`src/common/feram_access_cfg.svh`:
```
// Offsets, field positions, reset values for the block access control
`ifndef FERAM_ACCESS_CFG_SVH
`define FERAM_ACCESS_CFG_SVH
`define BLOCK_COUNT 32
`define BLOCK_BYTES 16
`define USER_BLOCKS 27
`define SYS_AREA_BASE 9'h1B0
`define HW_CFG_ADDR 9'h1EE
`define RF_MAP_ADDR 9'h1F0
`define SER_MAP_ADDR 9'h1F4
`define LOCK_MAP_ADDR 9'h1F8
`define PROTO_LSB 4
`define ID_SRC_BIT 0
`define TARGET_LSB 8
`define HW_CFG_RESET 16'h5400
`define MAP_RESET 32'h00000000
`endif

```
`src/common/feram_access_pkg.sv`:
```
// Types shared by the block access control and its users
package feram_access_pkg;
	typedef enum logic {SRC_RF, SRC_SERIAL} access_source_e;
	typedef enum logic [1:0] {PROTO_AUTO, PROTO_FIRST_ONLY, PROTO_TYPE_B_ONLY} rf_protocol_e;
	typedef struct packed {
		logic valid;
		access_source_e source;
		logic encrypted;
		logic write;
		logic [8:0] addr;
		logic [7:0] wdata;
	} access_req_s;
	typedef struct packed {
		logic done;
		logic granted;
		logic access_error;
		logic mem_write;
		logic mem_read;
		logic [8:0] addr;
		logic [7:0] wdata;
	} access_resp_s;
endpackage

```
`src/verilog/feram_block_access_control.sv`:
```
// Per-block access permission and system area config decode
`timescale 1ns/1ps
`include "feram_access_cfg.svh"
// Functional notes
// - Memory is 32 blocks of 16 bytes; block starts at sixteen times its number.
// - Blocks 0-26 are user area; blocks 27-31 from 0x1B0 are system area.
// - Config fields are always fetched from fixed physical byte addresses.
// - RF lock and protect bits combine into plaintext and encrypted permissions.
// - RF protect map applies only to RF commands, never to serial ones.
// - RF protect map is bytes 0x1F0-0x1F3, bit n is block 8*byte+n.
// - Serial protect bit 0 allows read and write; 1 allows read only.
// - Serial protect map is bytes 0x1F4-0x1F7 with the same mapping.
// - Plaintext lock map is bytes 0x1F8-0x1FB with the same mapping.
// - Lock map is ignored for anything but RF memory commands.
// - All three maps start at zero, so every user block is open.
// - Protocol select is config bits 5:4, identifier source bit 0.
// - Serial target address is bits 6:0 of byte 0x1EF.
// - Identifier source bit picks fixed or stored identifier data.
// - RF parameters and access data live in system area and are consulted.
// - Protocol field: 00 auto, 01 first only, 10 type B only, 11 as 00.
// - Identifier source 0 presents zeros; 1 presents stored bytes.
// - Default serial target address is 1010100.
module feram_block_access_control #(
	parameter int USER_BLOCKS = `USER_BLOCKS,
	parameter int ID_BITS = 64
) (
	// Clock and reset
	input wire logic clk,
	input wire logic rst,
	// Command from the RF or serial command processor
	input wire feram_access_pkg::access_req_s req,
	// Verdict and memory strobes, one cycle later
	output feram_access_pkg::access_resp_s resp,
	// Identifier bytes read from the system area
	input wire logic [ID_BITS-1:0] stored_identifier,
	// Decoded configuration
	output logic [ID_BITS-1:0] card_identifier,
	output feram_access_pkg::rf_protocol_e rf_protocol_select,
	output logic identifier_source_select,
	output logic [6:0] serial_target_address
);

	// ****************************************
	// Shadow copies of the system area
	// ****************************************

	logic [15:0] hw_cfg_reg;
	logic [31:0] rf_map_reg;
	logic [31:0] ser_map_reg;
	logic [31:0] lock_map_reg;
	wire [15:0] hw_cfg_next;
	wire [31:0] rf_map_next;
	wire [31:0] ser_map_next;
	wire [31:0] lock_map_next;

	// Output registers
	feram_access_pkg::access_resp_s resp_reg;
	wire feram_access_pkg::access_resp_s resp_next;
	feram_access_pkg::rf_protocol_e proto_reg;
	feram_access_pkg::rf_protocol_e proto_next;
	logic id_src_reg;
	logic [6:0] target_reg;
	logic [ID_BITS-1:0] ident_reg;

	// ****************************************
	// Address decode
	// ****************************************

	// Block bit of a map; reserved and system blocks read as clear
	// Reserved bits never consulted
	function automatic logic map_bit(input logic [31:0] map, input logic [4:0] blk);
		map_bit = (blk < 5'(USER_BLOCKS)) ? map[blk] : 1'b0;
	endfunction

	// Block number is the address over sixteen
	wire [4:0] blk = req.addr[8:4];
	// System area starts at its fixed base
	wire sys_area = req.addr >= `SYS_AREA_BASE;
	wire is_rf = req.source == feram_access_pkg::SRC_RF;
	wire plain = ~req.encrypted;

	// RF protect bit of the addressed block
	wire wp_bit = map_bit(rf_map_reg, blk);
	// Plaintext lock bit of the addressed block
	wire lock_bit = map_bit(lock_map_reg, blk);
	// Serial protect bit of the addressed block
	wire ser_bit = map_bit(ser_map_reg, blk);

	// ****************************************
	// Permission decode
	// ****************************************

	// Plaintext refused only with protect set and lock clear
	wire rf_rd_ok = ~(plain & wp_bit & ~lock_bit);
	// Lock alone forbids writes; encrypted overrides lock with protect
	wire rf_wr_ok = plain ? (~wp_bit & ~lock_bit) : ~(lock_bit & ~wp_bit);
	// Serial path: reads always, writes when protect bit clear
	wire ser_wr_ok = ~ser_bit;
	// RF maps steer only RF commands
	// Lock map unused on serial path
	wire wr_ok = is_rf ? rf_wr_ok : ser_wr_ok;
	wire rd_ok = is_rf ? rf_rd_ok : 1'b1;
	// Verdict consults the system area shadows
	wire allowed = sys_area | (req.write ? wr_ok : rd_ok);
	wire granted_wr = req.valid & allowed & req.write;

	// Response assembly
	// Refused access drops strobes and flags an error
	assign resp_next.done = req.valid;
	assign resp_next.granted = req.valid & allowed;
	assign resp_next.access_error = req.valid & ~allowed;
	assign resp_next.mem_write = granted_wr;
	assign resp_next.mem_read = req.valid & allowed & ~req.write;
	assign resp_next.addr = req.addr;
	assign resp_next.wdata = req.wdata;

	// ****************************************
	// Shadow update from granted writes
	// ****************************************

	// Each shadow byte snoops its fixed physical address
	genvar i;
	generate
		for (i = 0; i < 4; i++) begin : g_map_byte
			wire rf_hit = granted_wr && req.addr == 9'(`RF_MAP_ADDR + i);
			wire ser_hit = granted_wr && req.addr == 9'(`SER_MAP_ADDR + i);
			wire lock_hit = granted_wr && req.addr == 9'(`LOCK_MAP_ADDR + i);
			assign rf_map_next[8*i+:8] = rf_hit ? req.wdata : rf_map_reg[8*i+:8];
			assign ser_map_next[8*i+:8] = ser_hit ? req.wdata : ser_map_reg[8*i+:8];
			assign lock_map_next[8*i+:8] = lock_hit ? req.wdata : lock_map_reg[8*i+:8];
			if (i < 2) begin : g_cfg_byte
				wire cfg_hit = granted_wr && req.addr == 9'(`HW_CFG_ADDR + i);
				assign hw_cfg_next[8*i+:8] = cfg_hit ? req.wdata : hw_cfg_reg[8*i+:8];
			end
		end
	endgenerate

	// ****************************************
	// Configuration decode
	// ****************************************

	// Protocol field sits at bits 5:4
	wire [1:0] proto_field = hw_cfg_next[`PROTO_LSB+:2];
	// Reserved code falls back to automatic detection
	always_comb begin
		case (proto_field)
			2'h1: proto_next = feram_access_pkg::PROTO_FIRST_ONLY;
			2'h2: proto_next = feram_access_pkg::PROTO_TYPE_B_ONLY;
			default: proto_next = feram_access_pkg::PROTO_AUTO;
		endcase
	end

	wire id_src_next = hw_cfg_next[`ID_SRC_BIT];
	// Target address from bits 6:0 of the upper byte
	wire [6:0] target_next = hw_cfg_next[`TARGET_LSB+:7];
	wire [ID_BITS-1:0] ident_next = id_src_next ? stored_identifier : '0;

	// ****************************************
	// Registers
	// ****************************************

	// Shadows; maps reset to zero
	// Config reset carries the default target address
	always_ff @(posedge clk) begin
		if (rst) begin
			hw_cfg_reg <= `HW_CFG_RESET;
			rf_map_reg <= `MAP_RESET;
			ser_map_reg <= `MAP_RESET;
			lock_map_reg <= `MAP_RESET;
		end else begin
			hw_cfg_reg <= hw_cfg_next;
			rf_map_reg <= rf_map_next;
			ser_map_reg <= ser_map_next;
			lock_map_reg <= lock_map_next;
		end
	end

	// Verdict and decoded configuration
	always_ff @(posedge clk) begin
		if (rst) begin
			resp_reg <= '0;
			proto_reg <= feram_access_pkg::PROTO_AUTO;
			id_src_reg <= 1'b0;
			target_reg <= 7'(`HW_CFG_RESET >> `TARGET_LSB);
			ident_reg <= '0;
		end else begin
			resp_reg <= resp_next;
			proto_reg <= proto_next;
			id_src_reg <= id_src_next;
			target_reg <= target_next;
			ident_reg <= ident_next;
		end
	end

	// Outputs straight from flip-flops
	assign resp = resp_reg;
	assign rf_protocol_select = proto_reg;
	assign identifier_source_select = id_src_reg;
	assign serial_target_address = target_reg;
	assign card_identifier = ident_reg;
endmodule

```
`config.mk`:
```
export PLATFORM = sky130hd
export DESIGN_NAME = feram_block_access_control
export DESIGN_NICKNAME = d
export VERILOG_FILES = /design/src/common/feram_access_pkg.sv /design/src/verilog/feram_block_access_control.sv
export VERILOG_INCLUDE_DIRS = /design/src /design/src/common
export SDC_FILE = /design/constraint.sdc
export NUM_CORES = 1
export LEC_CHECK = 0
export BUFFER_PORTS_ARGS = -buffer_cell sky130_fd_sc_hd__buf_4
export CORE_UTILIZATION = 35
export DETAILED_ROUTE_END_ITERATION = 10
export GPL_TIMING_DRIVEN = 0
export MAX_ROUTING_LAYER = met4
export PLACE_DENSITY = 0.66
export SLEW_MARGIN = 30
export SYNTH_ARGS = -nofsm -noshare
export SYNTH_HDL_FRONTEND = slang
export SYNTH_SLANG_ARGS = --single-unit
export TNS_END_PERCENT = 10
```
`constraint.sdc`:
```
create_clock -name clk -period 4.5 [get_ports clk]
set_input_delay 0.9 -clock clk [delete_from_list [all_inputs] [get_ports clk]]
set_output_delay 0.9 -clock clk [all_outputs]
set_load 0.05 [all_outputs]
```
# == Yosys cells after proc, flatten, opt, wreduce, memory -nomap -nowiden ==
# Cells that the tools add are included.
# word_totals
ff_bits,205
in_bits,87
wordCells,93
# classes
magnitude_cmp,3
eq_ne,16
muxes,16
bitwise_logic,18
reduce_logical,15
# ops
cell,count
"== test 9 bit, second input constant",14
binary-select mux 1 bit (select 5 bit),3
logical AND 1 bit,14
2-to-1 mux 1 bit,10
"greater-or-equal comparator 9 bit, second input constant",1
NOT 1 bit,9
AND 1 bit,8
2-to-1 mux 7 bit,1
"less-than comparator 5 x 6 -> 1 bit, second input constant",1
2-to-1 mux 6 bit,1
"less-than comparator 5 bit, second input constant",1
case mux 2 bit (2 select lines),1
"== test 2 x 1 -> 1 bit, second input constant",1
"== test 2 bit, second input constant",1
OR reduction 2 bit,1
bitwise OR 1 bit,1

# == Longest topological paths before layout ==
# depth
word_depth,16
depth_mapped,14
ltp_nobuf,9

# == Worst setup path after synthesis ==
# No wires, ideal clock.
# synth_timing
kind,input to register
startpoint,input req[13] (netlist bit)
endpoint,register proto_reg[0] (netlist: rf_protocol_select[0])
setup_time_ns,0.080
arrival_time_ns,3.840
t_required_ns,4.420
path_slack_ns,0.580
stages,13
n_path_buf,4
path_cell_list,buf_4 > buf_1 > mux4_2 > mux4_2 > nor3b_1 > a31oi_1 > nor2_2 > o21ai_1 > buf_2 > buf_6 > mux2_4 > ha_1 > nor3b_1
# synth_via
elab_chain_cells,16
elab_cells_between_ends,33
# synth_lines
item,line,rtl
"start, declared",feram_block_access_control.sv:31,"input wire feram_access_pkg::access_req_s req,"
binary-select mux 1 bit (select 5 bit),feram_block_access_control.sv:72,map_bit = (blk < 5'(USER_BLOCKS)) ? map[blk] : 1'b0;
2-to-1 mux 1 bit (not written as such),feram_block_access_control.sv:72,
2-to-1 mux 1 bit,feram_block_access_control.sv:72,
NOT 1 bit,feram_block_access_control.sv:96,wire rf_wr_ok = plain ? (~wp_bit & ~lock_bit) : ~(lock_bit & ~wp_bit);
AND 1 bit,feram_block_access_control.sv:96,
NOT 1 bit,feram_block_access_control.sv:96,
2-to-1 mux 1 bit,feram_block_access_control.sv:96,
2-to-1 mux 1 bit,feram_block_access_control.sv:101,wire wr_ok = is_rf ? rf_wr_ok : ser_wr_ok;
2-to-1 mux 1 bit,feram_block_access_control.sv:104,wire allowed = sys_area | (req.write ? wr_ok : rd_ok);
bitwise OR 1 bit,feram_block_access_control.sv:104,
AND 1 bit (2 in series),feram_block_access_control.sv:105,wire granted_wr = req.valid & allowed & req.write;
logical AND 1 bit *,feram_block_access_control.sv:132,wire cfg_hit = granted_wr && req.addr == 9'(`HW_CFG_ADDR + i);
2-to-1 mux 6 bit *,feram_block_access_control.sv:133,assign hw_cfg_next[8*i+:8] = cfg_hit ? req.wdata : hw_cfg_reg[8*i+:8];
via hw_cfg_next[5],feram_block_access_control.sv:51,wire [15:0] hw_cfg_next;
== test 2 bit or == test 2 x 1 -> 1 bit (tied branches),feram_block_access_control.sv:146,case (proto_field)
case mux 2 bit (2 select lines) *,feram_block_access_control.sv:146,
"end signal, assigned",feram_block_access_control.sv:182,proto_reg <= feram_access_pkg::PROTO_AUTO;
"end signal, assigned",feram_block_access_control.sv:188,proto_reg <= proto_next;
"end, declared",feram_block_access_control.sv:59,feram_access_pkg::rf_protocol_e proto_reg;
# Mark *: on every way through the listed nets, which the timed path passes. The rest lies on a longest branch. The select of a mux whose other input is x is not followed.
# A chain may end at the register's enable or synchronous reset.

# == Worst setup path after layout ==
# Ends and elaborated chain as after synthesis.

==> results.json <==
{
  "setup_viol": 0,
  "fp.dieH_um": 154,
  "initial_core_util_pct": 35.7,
  "area_growth_pct": 28.7,
  "synth_area_leaders": "dfxtp_1, mux2i_1, nand2b_1",
  "fin_setup_tns_ns": 0,
  "antenna_left": 0,
  "layout-drive-gt1-share_pct": 27.6,
  "dpl_cell_area_um2": 9810,
  "power_frac_comb_pct": 7.7,
  "cp_max_fo": 10,
  "drt_iter0_drc": 266,
  "via_per_inst": 4.77,
  "pre_cts_ws_ns": -0.117,
  "synth_nets": 869,
  "powerDensity_nw_per_um2": 338,
  "multi_input_area_um2": 4070,
  "worst_slew_pin_slew_ns": 0.827,
  "ys_types": 45,
  "drc": 0,
  "clk_path_buf_depth": 2,
  "largest_register_ffs": 64,
  "io_buffers": 179,
  "sw_frac_of_total_pct": 24.7,
  "crit_required_ns": 4.85,
  "htree_num_levels": 4,
  "hold_ws_ns": 0.472,
  "synth_most_common_cell": "dfxtp_1",
  "status": "completed",
  "endpoint_kind": "flip-flop",
  "cts_tree": "done",
  "share_seq_of_total_power_pct": 46.7,
  "fin_ws_ns": 0.364,
  "grt_pass1_wl_um": 33100,
  "synth-seq-cells": 185,
  "synthFlopType": "dfxtp_1",
  "clk_pin_slew_worst_paths_ns": 0.07,
  "min_period_ns": 4.14,
  "synth_common_cells": "dfxtp_1, mux2i_1, nand2_1, nand2b_1, clkbuf_1",
  "io_pins": 183,
  "peakVddDrop_mv": 0.221,
  "synth_compound_area_share_pct": 4.24,
  "hold_path_class": "flip-flop to flip-flop",
  "syn_area_per_cell_um2": 10.4,
  "synth-adder-area-share_pct": 0.308,
  "die_w_um": 154,
  "wire_per_inst_um": 16.3,
  "postCtsHoldBufs": 0,
  "timing.final.crit_share_pct": 91.9,
  "rsz0062_at_grt": "false",
  "yosys.area_share.simple_pct": 18.1,
  "rows": 55,
  "synth_mux_area_share_pct": 27.4,
  "power.share.clock_pct": 45.6,
  "critical_path_arrival_ns": 4.48,
  "firstDrtPassIters": 4,
  "finClkSkew_ns": 0.0120,
  "grt_pass1_vias": 6200,
  "syn_inst": 780,
  "grt.total_usage_pct": 18.6,
  "clock-root-buffer": "clkbuf_16",
  "post-route-cell-area_um2": 10400,
  "dp_hpwl_um": 15000,
  "finalHoldViolations": 0,
  "p_int_uw": 2660,
  "ys_async_sr_fraction_pct": 0,
  "cts_resized": 0,
  "yosysWarnings": 0,
  "post-synth-top-area-cell": "dfxtp_1",
  "drv_cap": 0,
  "core_area_um2": 22700,
  "drv_slew": 0,
  "fp.dieArea_um2": 23800,
  "yosysSeqAreaShare_pct": 45.7,
  "antenna_found_initial": 1,
  "regArea_um2": 3700,
  "synth_top_family_by_area": "multiplexers",
  "synth.top_cell.area_share_pct": 45.7,
  "grt_max_degree": 19,
  "netSwitchingPower_uw": 873,
  "fillers": 2158,
  "gp_congestion": 0.872,
  "critical_path_class": "primary input to flip-flop",
  "wirelength_um": 20800,
  "clock_latency_ns": 0.43,
  "max_freq_ghz": 0.242,
  "cp-start-kind": "primary input",
  "synth-edff-count": 0,
  "gr-total-overflow": 0,
  "num_vias": 6093,
  "nets": 1067,
  "cts_setup_buffers": 0,
  "p_leak_uw": 0.00464,
  "synth_area_um2": 8110,
  "cts_made_buffers": 17,
  "clock_sinks": 185,
  "synth_xor_area_share_pct": 0,
  "slew-limit-headroom_pct": 44.8
}
-- logic make-up after synthesis --
| logic type | Yosys count |
|---|---|
| buf+inv | 74 |
| simple gates | 294 |
| fa+ha+maj | 2 |
| mux | 196 |
| flops | 185 |
| compound gates | 29 |
-- cells in the final DEF, fill, tap and decap left out, types with 2 or more instances in the layout --
cell	count
nor2_1	13
buf_2	10
a21oi_4	9
bufinv_16	3
nand2_1	142
buf_6	2
a31oi_1	2
nand2b_1	102
a211oi_1	2
mux2i_1	171
buf_1	2
nand4b_1	2
mux2_4	2
mux2_2	3
nor3_1	3
inv_1	10
nor2b_1	12
mux4_2	20
inv_8	5
nor4_1	2
dfxtp_1	185
nor4b_1	2
o211ai_2	4
o21ai_0	2
buf_4	189
clkbuf_16	17
nor3b_1	6
and2_1	2
ha_1	2
clkbuf_1	40
inv_6	3
clkinv_4	2
-- layout make-up --
type / count / share of cell area [%]
multi-input combinational: 521 / 38.9
sequential: 185 / 35.5
timing repair buffer: 179 / 12.9
clock buffer: 17 / 4.07
tap: 285 / 3.41
buffer: 64 / 2.92
clock inverter: 15 / 1.94
inverter: 10 / 0.359
antenna: 1 / 0.0240
-- path summary, 6_finish.rpt --
check	depth (start not counted)	startpoint	endpoint	slack [ns]
setup / recovery	13	req[13]	rf_protocol_select[0]	0.36
hold / removal	2	ser_map_reg[14]	ser_map_reg[14]	0.47
setup reg to reg	10	lock_map_reg[14]	rf_protocol_select[0]	1.17
hold reg to reg	2	ser_map_reg[14]	ser_map_reg[14]	0.47
-- metal layers --
layer  part of all wire, %  vias up  routed length (um)  track usage, %
met5                     0        -                   0               -
met4                   1.5        0                 305            5.71
met3                   6.3       20                1300            5.32
met2                    47      179                9860            30.5
met1                    45     2879                9330            22.1
li1                      -     3015                   -               -
-- through the flow --
stage	std cells	util, %	power [uW]
2_1_floorplan	780	-	1830
3_3_place_gp	1244	43.2	1960
3_5_place_dp	1244	43.2	1960
4_1_cts	1276	46.0	3570
5_1_grt	1277	46.0	3660
6_report	1277	46.0	3530
-- worst max-delay path, cell delays in order --
cell and delay [ns]:
buf_4 0.22, buf_1 0.53, mux4_2 0.43, mux4_2 0.52, nor3b_1 0.19, a31oi_1 0.10
nor2_2 0.29, o21ai_1 0.12, buf_2 0.21, buf_6 0.18, mux2_4 0.30, ha_1 0.29
nor3b_1 0.19
-- power groups by stage --
stage | Combinational, uW | Sequential [uW] | Clock, uW
2_1_floorplan | 110 | 1720 | 0
3_3_place_gp | 273 | 1690 | 0
3_5_place_dp | 275 | 1690 | 0
4_1_cts | 276 | 1650 | 1650
5_1_grt | 294 | 1650 | 1710
6_report | 273 | 1650 | 1610
No activity file was read; power rests on OpenSTA's default activity.
